$ cat src/port_pkg.sv
// constants, types and mode decoding for the strobed parallel port
`default_nettype none
package port_pkg;
    localparam logic [2:0] OFS_PORT_A   = 3'h0;
    localparam logic [2:0] OFS_PORT_B   = 3'h1;
    localparam logic [2:0] OFS_PORT_C   = 3'h2;
    localparam logic [2:0] OFS_CTRL     = 3'h3;
    localparam logic [2:0] OFS_IRQ_STAT = 3'h4;
    localparam logic [2:0] OFS_IRQ_CLR  = 3'h5;
    localparam logic [2:0] OFS_IRQ_EN   = 3'h6;
    localparam int CW_MODE_SET = 7;
    localparam int CW_A_BIDIR  = 6;
    localparam int CW_A_STROBE = 5;
    localparam int CW_A_DIR    = 4;
    localparam int CW_CU_DIR   = 3;
    localparam int CW_B_STROBE = 2;
    localparam int CW_B_DIR    = 1;
    localparam int CW_CL_DIR   = 0;
    localparam int PC_A_WAIT = 7;
    localparam int PC_A_ACK  = 6;
    localparam int PC_A_HELD = 5;
    localparam int PC_A_STB  = 4;
    localparam int PC_A_REQ  = 3;
    localparam int PC_B_HS   = 2;
    localparam int PC_B_FLAG = 1;
    localparam int PC_B_REQ  = 0;
    localparam int IRQ_A_IN  = 0;
    localparam int IRQ_A_OUT = 1;
    localparam int IRQ_B     = 2;
    localparam int IRQ_W     = 3;
    localparam logic [7:0] CW_RESET = 8'h9b;
    typedef enum logic [1:0]
    {
        A_SIMPLE  = 2'b00,
        A_STROBED = 2'b01,
        A_BIDIR   = 2'b11
    } group_a_mode_e;
    typedef struct packed
    {
        group_a_mode_e a_mode;
        logic          a_in;
        logic          cu_in;
        logic          b_strobed;
        logic          b_in;
        logic          cl_in;
    } mode_s;
    function automatic mode_s cw_decode(input logic [7:0] d);
        mode_s m;
        m.a_mode    = d[CW_A_BIDIR] ? A_BIDIR : (d[CW_A_STROBE] ? A_STROBED : A_SIMPLE);
        m.a_in      = d[CW_A_DIR];
        m.cu_in     = d[CW_CU_DIR];
        m.b_strobed = d[CW_B_STROBE];
        m.b_in      = d[CW_B_DIR];
        m.cl_in     = d[CW_CL_DIR];
        return m;
    endfunction : cw_decode
    localparam mode_s MODE_RESET = cw_decode(CW_RESET);
endpackage : port_pkg
`default_nettype wire

$ cat src/handshake_chan.sv
// one strobed handshake channel: pending flag, request and peer edge
`default_nettype none
module handshake_chan
(
    // clock and reset
    input  wire logic CLK,
    input  wire logic RESET,
    // configuration
    input  wire logic active,
    input  wire logic is_out,
    input  wire logic irq_en,
    input  wire logic flush,
    // peer and host events
    input  wire logic peer_n,
    input  wire logic host_hit,
    // status
    output logic      held,
    output logic      req,
    output logic      done
);
    logic peer_q;
    logic held_q;
    logic held_d;
    wire  peer_fall = active & peer_q & ~peer_n;
    wire  set_ev    = active & (is_out ? host_hit : peer_fall);
    wire  clr_ev    = is_out ? peer_fall : host_hit;

    // set wins over clear; a mode word wins over both
    always_comb
    begin
        held_d = held_q;
        if (flush)
            held_d = 1'b0;
        else if (set_ev)
            held_d = 1'b1;
        else if (clr_ev)
            held_d = 1'b0;
    end

    always_ff @(posedge CLK or posedge RESET)
    begin
        if (RESET)
        begin
            peer_q <= 1'b1;
            held_q <= 1'b0;
        end
        else
        begin
            peer_q <= peer_n;
            held_q <= held_d;
        end
    end

    assign held = held_q;
    assign done = peer_fall;
    assign req  = active & irq_en & peer_n & ~host_hit
                & (is_out ? ~held_q : held_q);
endmodule : handshake_chan
`default_nettype wire

$ cat src/strobed_bidir_port_ctrl.sv
// parallel port controller with strobed bidirectional group A
//
// Added by the designer: the address-and-strobe port and the register offsets.
`default_nettype none
module strobed_bidir_port_ctrl
#(
    parameter int DATA_W = 8
)
(
    // clock and reset
    input  wire logic              CLK,
    input  wire logic              RESET,
    // register port
    input  wire logic [2:0]        ADDR,
    input  wire logic [DATA_W-1:0] WDATA,
    input  wire logic              WR,
    input  wire logic              RD,
    output logic      [DATA_W-1:0] RDATA,
    // port A pins
    input  wire logic [DATA_W-1:0] PA_I,
    output logic      [DATA_W-1:0] PA_O,
    output logic                   PA_OE,
    // port B pins
    input  wire logic [DATA_W-1:0] PB_I,
    output logic      [DATA_W-1:0] PB_O,
    output logic                   PB_OE,
    // port C pins, per-bit enable
    input  wire logic [7:0]        PC_I,
    output logic      [7:0]        PC_O,
    output logic      [7:0]        PC_OE,
    // interrupt
    output logic                   IRQ
);
    if (DATA_W != 8)
        $error("port width must be 8");

    port_pkg::mode_s     mode_q;
    logic [DATA_W-1:0]   a_out_q;
    logic [DATA_W-1:0]   a_in_q;
    logic [DATA_W-1:0]   b_out_q;
    logic [DATA_W-1:0]   b_in_q;
    logic [7:0]          pc_q;
    logic                inte_a_in_q;
    logic                inte_a_out_q;
    logic                inte_b_q;
    logic [port_pkg::IRQ_W-1:0] irq_stat_q;
    logic [port_pkg::IRQ_W-1:0] irq_stat_d;
    logic [port_pkg::IRQ_W-1:0] irq_en_q;
    logic [DATA_W-1:0]   rdata_q;
    logic [DATA_W-1:0]   rd_val;
    logic [7:0]          pc_out;
    logic [7:0]          pc_oe;
    logic [7:0]          pc_rd;

    // address decode
    wire hit_a_rd  = RD & (ADDR == port_pkg::OFS_PORT_A);
    wire hit_a_wr  = WR & (ADDR == port_pkg::OFS_PORT_A);
    wire hit_b_rd  = RD & (ADDR == port_pkg::OFS_PORT_B);
    wire hit_b_wr  = WR & (ADDR == port_pkg::OFS_PORT_B);
    wire hit_c_wr  = WR & (ADDR == port_pkg::OFS_PORT_C);
    wire hit_ctrl  = WR & (ADDR == port_pkg::OFS_CTRL);
    wire hit_clr   = WR & (ADDR == port_pkg::OFS_IRQ_CLR);
    wire hit_en    = WR & (ADDR == port_pkg::OFS_IRQ_EN);
    wire mode_wr   = hit_ctrl & WDATA[port_pkg::CW_MODE_SET];
    wire bsr_wr    = hit_ctrl & ~WDATA[port_pkg::CW_MODE_SET];
    wire [2:0] bsr_bit = WDATA[3:1];

    // group roles
    wire a_bidir    = mode_q.a_mode == port_pkg::A_BIDIR;
    wire a_strb     = mode_q.a_mode == port_pkg::A_STROBED;
    wire a_in_side  = a_bidir | (a_strb & mode_q.a_in);
    wire a_out_side = a_bidir | (a_strb & ~mode_q.a_in);
    wire b_strb     = mode_q.b_strobed;

    logic a_held;
    logic a_in_req;
    logic a_in_done;
    logic a_wait;
    logic a_out_req;
    logic a_out_done;
    logic b_flag;
    logic b_req;
    logic b_done;
    wire  a_req = a_in_req | a_out_req;

    handshake_chan u_a_in
    (
        .CLK      (CLK),
        .RESET    (RESET),
        .active   (a_in_side),
        .is_out   (1'b0),
        .irq_en   (inte_a_in_q),
        .flush    (mode_wr),
        .peer_n   (PC_I[port_pkg::PC_A_STB]),
        .host_hit (hit_a_rd),
        .held     (a_held),
        .req      (a_in_req),
        .done     (a_in_done)
    );

    handshake_chan u_a_out
    (
        .CLK      (CLK),
        .RESET    (RESET),
        .active   (a_out_side),
        .is_out   (1'b1),
        .irq_en   (inte_a_out_q),
        .flush    (mode_wr),
        .peer_n   (PC_I[port_pkg::PC_A_ACK]),
        .host_hit (hit_a_wr),
        .held     (a_wait),
        .req      (a_out_req),
        .done     (a_out_done)
    );

    // group B runs on its own, whatever group A does
    handshake_chan u_b
    (
        .CLK      (CLK),
        .RESET    (RESET),
        .active   (b_strb),
        .is_out   (~mode_q.b_in),
        .irq_en   (inte_b_q),
        .flush    (mode_wr),
        .peer_n   (PC_I[port_pkg::PC_B_HS]),
        .host_hit (mode_q.b_in ? hit_b_rd : hit_b_wr),
        .held     (b_flag),
        .req      (b_req),
        .done     (b_done)
    );

    // port C pin roles and control readback
    wire [7:0] gen_oe = {{4{~mode_q.cu_in}}, {4{~mode_q.cl_in}}};

    always_comb
    begin
        pc_out = pc_q;
        pc_oe  = gen_oe;
        pc_rd  = (pc_q & gen_oe) | (PC_I & ~gen_oe);
        if (a_out_side)
        begin
            pc_out[port_pkg::PC_A_WAIT] = ~a_wait;
            pc_oe[port_pkg::PC_A_WAIT]  = 1'b1;
            pc_oe[port_pkg::PC_A_ACK]   = 1'b0;
            pc_rd[port_pkg::PC_A_WAIT]  = ~a_wait;
            pc_rd[port_pkg::PC_A_ACK]   = inte_a_out_q;
        end
        if (a_in_side)
        begin
            pc_out[port_pkg::PC_A_HELD] = a_held;
            pc_oe[port_pkg::PC_A_HELD]  = 1'b1;
            pc_oe[port_pkg::PC_A_STB]   = 1'b0;
            pc_rd[port_pkg::PC_A_HELD]  = a_held;
            pc_rd[port_pkg::PC_A_STB]   = inte_a_in_q;
        end
        if (a_bidir | a_strb)
        begin
            pc_out[port_pkg::PC_A_REQ] = a_req;
            pc_oe[port_pkg::PC_A_REQ]  = 1'b1;
            pc_rd[port_pkg::PC_A_REQ]  = a_req;
        end
        if (b_strb)
        begin
            pc_out[port_pkg::PC_B_FLAG] = mode_q.b_in ? b_flag : ~b_flag;
            pc_oe[port_pkg::PC_B_FLAG]  = 1'b1;
            pc_oe[port_pkg::PC_B_HS]    = 1'b0;
            pc_out[port_pkg::PC_B_REQ]  = b_req;
            pc_oe[port_pkg::PC_B_REQ]   = 1'b1;
            pc_rd[port_pkg::PC_B_HS]    = inte_b_q;
            pc_rd[port_pkg::PC_B_FLAG]  = pc_out[port_pkg::PC_B_FLAG];
            pc_rd[port_pkg::PC_B_REQ]   = b_req;
        end
    end

    assign PC_O = pc_out;
    assign PC_OE = pc_oe;

    // in bidirectional mode port A floats until the peer acknowledges; otherwise the direction bit alone sets PA_OE
    assign PA_O  = a_out_q;
    assign PA_OE = a_bidir ? ~PC_I[port_pkg::PC_A_ACK] : ~mode_q.a_in;
    assign PB_O  = b_out_q;
    assign PB_OE = ~mode_q.b_in;

    // interrupt status, set wins over clear
    wire [port_pkg::IRQ_W-1:0] irq_ev = {b_done, a_out_done, a_in_done};
    wire [port_pkg::IRQ_W-1:0] irq_clr =
        hit_clr ? WDATA[port_pkg::IRQ_W-1:0] : {port_pkg::IRQ_W{1'b0}};
    assign irq_stat_d = (irq_stat_q & ~irq_clr) | irq_ev;
    assign IRQ = |(irq_stat_q & irq_en_q);

    // read mux
    wire [DATA_W-1:0] a_rd = a_in_side ? a_in_q : (mode_q.a_in ? PA_I : a_out_q);
    wire [DATA_W-1:0] b_rd = mode_q.b_in ? (b_strb ? b_in_q : PB_I) : b_out_q;

    always_comb
    begin
        rd_val = '0;
        if (ADDR == port_pkg::OFS_PORT_A)
            rd_val = a_rd;
        else if (ADDR == port_pkg::OFS_PORT_B)
            rd_val = b_rd;
        else if (ADDR == port_pkg::OFS_PORT_C)
            rd_val = pc_rd;
        else if (ADDR == port_pkg::OFS_IRQ_STAT)
            rd_val = {{(DATA_W-port_pkg::IRQ_W){1'b0}}, irq_stat_q};
        else if (ADDR == port_pkg::OFS_IRQ_EN)
            rd_val = {{(DATA_W-port_pkg::IRQ_W){1'b0}}, irq_en_q};
    end

    assign RDATA = rdata_q;

    // host data and mode registers
    always_ff @(posedge CLK or posedge RESET)
    begin
        if (RESET)
        begin
            mode_q  <= port_pkg::MODE_RESET;
            a_out_q <= '0;
            b_out_q <= '0;
            rdata_q <= '0;
        end
        else
        begin
            if (mode_wr)
                mode_q <= port_pkg::cw_decode(WDATA);
            if (hit_a_wr)
                a_out_q <= WDATA;
            if (hit_b_wr)
                b_out_q <= WDATA;
            rdata_q <= RD ? rd_val : '0;
        end
    end

    // captures from the peer
    always_ff @(posedge CLK or posedge RESET)
    begin
        if (RESET)
        begin
            a_in_q <= '0;
            b_in_q <= '0;
        end
        else
        begin
            if (a_in_done)
                a_in_q <= PA_I;
            if (b_done & mode_q.b_in)
                b_in_q <= PB_I;
        end
    end

    // port C latch and request enables
    always_ff @(posedge CLK or posedge RESET)
    begin
        if (RESET)
        begin
            pc_q         <= '0;
            inte_a_in_q  <= 1'b0;
            inte_a_out_q <= 1'b0;
            inte_b_q     <= 1'b0;
        end
        else if (mode_wr)
        begin
            inte_a_in_q  <= 1'b0;
            inte_a_out_q <= 1'b0;
            inte_b_q     <= 1'b0;
        end
        else if (hit_c_wr)
            pc_q <= WDATA;
        else if (bsr_wr)
        begin
            pc_q[bsr_bit] <= WDATA[0];
            if (bsr_bit == 3'(port_pkg::PC_A_STB) && a_in_side)
                inte_a_in_q <= WDATA[0];
            if (bsr_bit == 3'(port_pkg::PC_A_ACK) && a_out_side)
                inte_a_out_q <= WDATA[0];
            if (bsr_bit == 3'(port_pkg::PC_B_HS) && b_strb)
                inte_b_q <= WDATA[0];
        end
    end

    // interrupt registers
    always_ff @(posedge CLK or posedge RESET)
    begin
        if (RESET)
        begin
            irq_stat_q <= '0;
            irq_en_q   <= '0;
        end
        else
        begin
            irq_stat_q <= irq_stat_d;
            if (hit_en)
                irq_en_q <= WDATA[port_pkg::IRQ_W-1:0];
        end
    end
endmodule : strobed_bidir_port_ctrl
`default_nettype wire

$ cat config.mk
export PLATFORM = sky130hd
export DESIGN_NAME = strobed_bidir_port_ctrl
export DESIGN_NICKNAME = d
export VERILOG_FILES = /design/src/port_pkg.sv /design/src/handshake_chan.sv /design/src/strobed_bidir_port_ctrl.sv
export SDC_FILE = /design/constraint.sdc
export NUM_CORES = 1
export LEC_CHECK = 0
export ABC_AREA = 1
export BUFFER_PORTS_ARGS = -buffer_cell sky130_fd_sc_hd__buf_4
export CAP_MARGIN = 10
export CORE_MARGIN = 8
export CORE_UTILIZATION = 55
export CTS_CLUSTER_DIAMETER = 120
export DETAILED_ROUTE_END_ITERATION = 7
export GPL_ROUTABILITY_DRIVEN = 0
export PLACE_DENSITY = 0.78
export REMOVE_ABC_BUFFERS = 1
export SLEW_MARGIN = 20
export SYNTH_ARGS = -nofsm -noshare
export SYNTH_HDL_FRONTEND = slang
export SYNTH_SLANG_ARGS = --single-unit
$ cat constraint.sdc
create_clock -name CLK -period 2.7 [get_ports CLK]
set_input_delay 0.27 -clock CLK [delete_from_list [all_inputs] [get_ports CLK]]
set_output_delay 0.27 -clock CLK [all_outputs]
set_load 0.03 [all_outputs]
# Yosys cells after proc, flatten, opt, wreduce, memory -nomap -nowiden
# Index checks and enable logic that the tools add are counted.
# op_classes
magnitude_cmp,2
eq_ne,12
n_mux,56
n_bitwise,60
n_reduce_logical,18
# ops
operator,n
$mux 8,10
$and 1x1->1,34
$mux 1,33
$and 8x8->8,2
$eq 3x3->1 const B,5
$mux 3,5
$not 1->1,14
$mux 2,6
$reduce_bool 2->1,5
$eq 3x2->1 const B,3
$reduce_and 3->1,3
$reduce_bool 3->1,3
$bwmux 8,1
$not 8->8,1
$or 8x8->8,1
$and 3x3->3,2
$logic_and 1x1->1,4
$lt 3x4->1 const B,1
$or 1x1->1,4
$demux 1 s3,1
$eq 3x1->1 const B,1
$ge 3x1->1 const B,1
$logic_not 3->1,1
$not 3->3,1
6 further kinds,6
# totals
ff_bits,70
in_bits,39
out_inout_bits,43
wordCells,171

# Longest topological paths before layout
# depth
depth_word,13
mapped_depth,11
mapped_depth_nobuf,10

# Cells and area by module
# From an unflattened synthesis, not the netlist that was laid out.
# hier_totals
cells_unflattened,619
hier_area_um2,4157.7
# by_module_without_submodules
mod,instances,cells_per_inst,area_each_um2,seq_area_each_um2
strobed_bidir_port_ctrl,1,559,3737.3,1606.5
handshake_chan,3,20,140.1,51.3

# Worst setup path before layout
# Ideal clock, no wire load.
# synth_timing
path_type,register to output
from,register mode_q[4] in the netlist's numbering
to,output port PC_O[5]
arrival_time_ns,1.490
required_ns,2.430
path_slack_ns,0.940
path_stages_with_launch,7
n_path_buf,1
cell_sequence,dfstp_2 > buf_2 > inv_1 > nand2_1 > nand2_1 > inv_1 > o21ai_0
# synth_via
elab_chain_cells,3
# synth_rtl
element,line,text
"start, declared",strobed_bidir_port_ctrl.sv:37,port_pkg::mode_s mode_q;
"start signal, assigned",strobed_bidir_port_ctrl.sv:217,mode_q <= port_pkg::MODE_RESET;
"start signal, assigned",strobed_bidir_port_ctrl.sv:225,mode_q <= port_pkg::cw_decode(WDATA);
$and 1x1->1,strobed_bidir_port_ctrl.sv:71,wire a_in_side = a_bidir | (a_strb & mode_q.a_in);
$or 1x1->1,strobed_bidir_port_ctrl.sv:71,
$mux 1,strobed_bidir_port_ctrl.sv:148,if (a_in_side)
"end, declared",strobed_bidir_port_ctrl.sv:29,"output logic [7:0] PC_O,"
# Every way passes these cells.

# Worst setup path after layout
# Ends and elaborated chain as after synthesis.

==> insert_results.sql <==
INSERT INTO impl_metrics (metric_group, metric, value, unit) VALUES
('outcome', 'run_status', 'finished clean', ''),
('worst_setup_path', 'required', '2.43', 'ns'),
('detailed_routing', 'drt-pass1-iter-count', '5', ''),
('die', 'placeableCoreArea', '6720', 'um^2'),
('logic_synthesis', 'number_of_cells_produced_by_synthesis', '476', ''),
('detailed_routing', 'drtIter0Drc', '225', ''),
('grt', 'grt_first_pass_wirelength', '17600', 'um'),
('logic_synthesis', 'synth-seq-area-share', '46.9', '%'),
('power_and_ir_drop', 'power.density_cell_area', '781', 'nW/um^2'),
('logic_synthesis', 'synth_edf_count', '0', ''),
('sta', 'hold_viol', '0', ''),
('sta', 'final.setup.tns', '0', 'ns'),
('sta', 'fin_skew', '0.00854', 'ns'),
('sta', 'rsz_0062_raised_after_global_routing', 'false', ''),
('sta', 'time_the_worst_path_needs_with_i_o_delays_and_setup', '2.31', 'ns'),
('clock_network', 'path_clk_slew', '0.07', 'ns'),
('worst_setup_path', 'cp_data_arrival_time', '2.04', 'ns'),
('cells_and_area', 'final_layout_size_suffix_gt1_share', '24.6', '%'),
('die', 'fp.dieW', '98.6', 'um'),
('detailed_routing', 'wirelength', '10900', 'um'),
('sta', 'timing.fmax', '434', 'MHz'),
('cells_and_area', 'antenna-diode-count', '0', ''),
('detailed_routing', 'route.detailed.wl_per_inst', '17.1', 'um'),
('clock_network', 'post_cts_hold_buffer_count', '0', ''),
('logic_synthesis', 'async_flop_share', '100', '%'),
('detailed_routing', 'antenna_viol_nets_final', '0', ''),
('worst_setup_path', 'worst-setup-path-type', 'register to primary output', ''),
('sta', 'slew-limit-headroom', '40.9', '%'),
('run', 'cap_violations', '0', ''),
('worst_setup_path', 'startpoint_type', 'register', ''),
('cells_and_area', 'num-nets-final', '590', ''),
('clock_network', 'post_cts_setup_driven_buffer_insertion_count', '0', ''),
('clock_network', 'cts.sink_count', '70', ''),
('logic_synthesis', 'synth.avg_cell_area', '7.89', 'um^2'),
('logic_synthesis', 'post_synth_instance_area', '3760', 'um^2'),
('cells_and_area', 'flow.area_growth_from_synthesis', '21.6', '%'),
('detailed_routing', 'vias_per_cell', '5.78', ''),
('logic_synthesis', 'ys_warn_count', '0', ''),
('clock_network', 'cts-htree-levels', '3', ''),
('detailed_routing', 'num_vias', '3676', ''),
('place', 'dp_hpwl', '8110', 'um'),
('grt', 'first_global_vias', '3524', ''),
('sta', 'timing_max_transition_violations_final', '0', ''),
('die', 'die_area', '9730', 'um^2'),
('grt', 'antenna_found_initial', '0', ''),
('grt', 'gr-usage-all-layers', '22.5', '%'),
('logic_synthesis', 'yosys.area.top_type_share', '42.0', '%'),
('logic_synthesis', 'synth_area_leaders', 'sky130_fd_sc_hd__dfrtp_1 42%, sky130_fd_sc_hd__nand2_1 11%, sky130_fd_sc_hd__o21ai_0 8.0%', ''),
('sta', 'report.final.setup_viol', '0', ''),
('min_path', 'timing.hold.worst.class', 'primary input to register', ''),
('die', 'boundaryPins', '82', ''),
('place', 'port_buffers', '81', ''),
('worst_setup_path', 'end_kind', 'primary output', ''),
('logic_synthesis', 'cell_taking_the_most_area_after_synthesis', 'sky130_fd_sc_hd__dfrtp_1', ''),
('power_and_ir_drop', 'p_leak', '2.23', 'nW'),
('logic_synthesis', 'synth-main-ff-cell', 'sky130_fd_sc_hd__dfrtp_1', ''),
('clock_network', 'clock_tree.root_cell', 'sky130_fd_sc_hd__clkbuf_8', ''),
('sta', 'max_slew.worst_pin.slew', '0.887', 'ns'),
('grt', 'overflow', '0', ''),
('die', 'die-height', '98.6', 'um'),
('power_and_ir_drop', 'vdd_ir_drop_max', '397', 'uV'),
('grt', 'grt_start_max_net_pins', '71', ''),
('clock_network', 'tritoncts_buffers', '9', ''),
('sta', 'timing.hold.ws', '0.0564', 'ns'),
('sta', 'finalCritPeriodShare', '85.4', '%'),
('clock_network', 'cts.path.max_buffers', '2', ''),
('clock_network', 'post_cts_resize_count', '0', ''),
('die', 'core_rows', '30', ''),
('clock_network', 'cts_tree', 'built', ''),
('detailed_routing', 'drc_errors', '0', ''),
('logic_synthesis', 'yosys.cell_types.count', '36', ''),
('logic_synthesis', 'postSynthRegisterBits', '70', ''),
('worst_setup_path', 'cp_max_fo', '19', ''),
('die', 'floorplan.initialDensity', '55.9', '%'),
('clock_network', 'worst_skew_pair.late_latency', '0.33', 'ns');
## where the power goes
group	leakage, nW	switching, W	internal, W
clock	0.103	0.000386	0.000435
sequential	0.853	0.000210	0.00128
combinational	1.28	0.000793	0.000463
total	2.23	0.00139	0.00218
## worst max-delay path: stages, from the launching register on
cell and delay, ns:
sky130_fd_sc_hd__dfstp_2 0.68, sky130_fd_sc_hd__inv_1 0.16, sky130_fd_sc_hd__nand2_1 0.10, sky130_fd_sc_hd__nand2_1 0.07, sky130_fd_sc_hd__buf_4 0.20, sky130_fd_sc_hd__inv_1 0.14
sky130_fd_sc_hd__nand2_1 0.08, sky130_fd_sc_hd__o21ai_0 0.08, sky130_fd_sc_hd__buf_4 0.19
## layer usage
layer	up-vias	track usage (%)	part of all wire, %
met5	-	0	0
met1	1766	28.4	41
met4	0	11.8	2.9
li1	1727	-	-
met3	23	4.02	6.9
met2	160	35.9	49
## Yosys cell counts, types with 2 or more instances
| cell | instances |
|---|---|
| sky130_fd_sc_hd__nor2_4 | 4 |
| sky130_fd_sc_hd__dfrtp_1 | 63 |
| sky130_fd_sc_hd__inv_2 | 2 |
| sky130_fd_sc_hd__o21a_1 | 2 |
| sky130_fd_sc_hd__mux2_2 | 9 |
| sky130_fd_sc_hd__inv_1 | 44 |
| sky130_fd_sc_hd__buf_4 | 8 |
| sky130_fd_sc_hd__a21oi_2 | 2 |
| sky130_fd_sc_hd__o22ai_1 | 3 |
| sky130_fd_sc_hd__clkbuf_1 | 3 |
| sky130_fd_sc_hd__nor2_1 | 39 |
| sky130_fd_sc_hd__a31oi_1 | 2 |
| sky130_fd_sc_hd__a21oi_1 | 46 |
| sky130_fd_sc_hd__o21ai_0 | 60 |
| sky130_fd_sc_hd__buf_2 | 5 |
| sky130_fd_sc_hd__dfstp_2 | 7 |
| sky130_fd_sc_hd__nand3_1 | 30 |
| sky130_fd_sc_hd__o211ai_1 | 6 |
| sky130_fd_sc_hd__nand2_1 | 112 |
| sky130_fd_sc_hd__nand4_1 | 2 |
| sky130_fd_sc_hd__buf_1 | 3 |
| sky130_fd_sc_hd__nor3_1 | 5 |
| sky130_fd_sc_hd__o21ai_2 | 6 |
## worst paths after layout
kind                       startpoint             to  slack, ns  depth (start not counted)
hold reg to reg             b_in_q[7]      b_in_q[7]       0.50                          2
max in group asynchronous       RESET       inte_b_q       1.91                          3
hold / removal                PC_I[4]  u_a_in.peer_q       0.06                          1
setup reg to reg               b_strb       RDATA[2]       0.60                          6
setup / recovery            mode_q[4]        PC_O[5]       0.39                          8
min in group asynchronous       RESET       RDATA[6]       0.20                          3
## layout by cell type (no fill, tap or decap), drive strengths merged
master,Yosys,final
a21boi,1,1
a21oi,48,48
a31oi,2,2
buf,17,85
clkbuf,4,14
clkinv,1,3
dfrtp,63,63
dfstp,7,7
inv,46,46
mux2,9,9
nand2,114,114
nand3,31,31
nand4,3,3
nor2,44,44
nor3,6,6
o211ai,6,6
o21a,2,2
o21ai,66,66
o21bai,1,1
o221ai,1,1
o22ai,3,3
o31ai,1,1
## cell type report
class,instances,area (um^2)
Fill cell,569,2150
Sequential cell,70,1760
Multi-Input combinational cell,338,1700
Timing Repair Buffer,85,638
Clock buffer,14,183
Inverter,47,176
Tap cell,80,100
Clock inverter,2,13.8
## state kept, by name, summed over array words and instances, names as in the netlist
signal          count
PA_O                8
PB_O                8
RDATA               8
a_in_q              8
b_in_q              8
pc_q                8
mode_q              6
irq_en_q            3
irq_stat_q          3
b_strb              1
inte_a_in_q         1
inte_a_out_q        1
inte_b_q            1
u_a_in.held         1
u_a_in.peer_q       1
u_a_out.held        1
u_a_out.peer_q      1
u_b.held            1
u_b.peer_q          1
## logic make-up after synthesis
logic type	synth area share, %
AOI/OAI and AO/OA	19.3
buffers and inverters	7.99
DFF	46.9
muxes	2.70
and+or+nand+nor	23.2
## metrics by stage
step           total power (W)  worst slack [ns]  util, %  std cells  cell area [um^2]
2_1_floorplan          0.00226             0.615        -        455              3630
3_3_place_gp           0.00272             0.683     65.0        620              4370
3_5_place_dp           0.00275             0.674     65.0        620              4370
4_1_cts                0.00357             0.422     68.0        636              4570
5_1_grt                0.00375             0.229     68.0        636              4570
6_report               0.00357             0.394     68.0        636              4570
(Power assumes the default switching activity.)
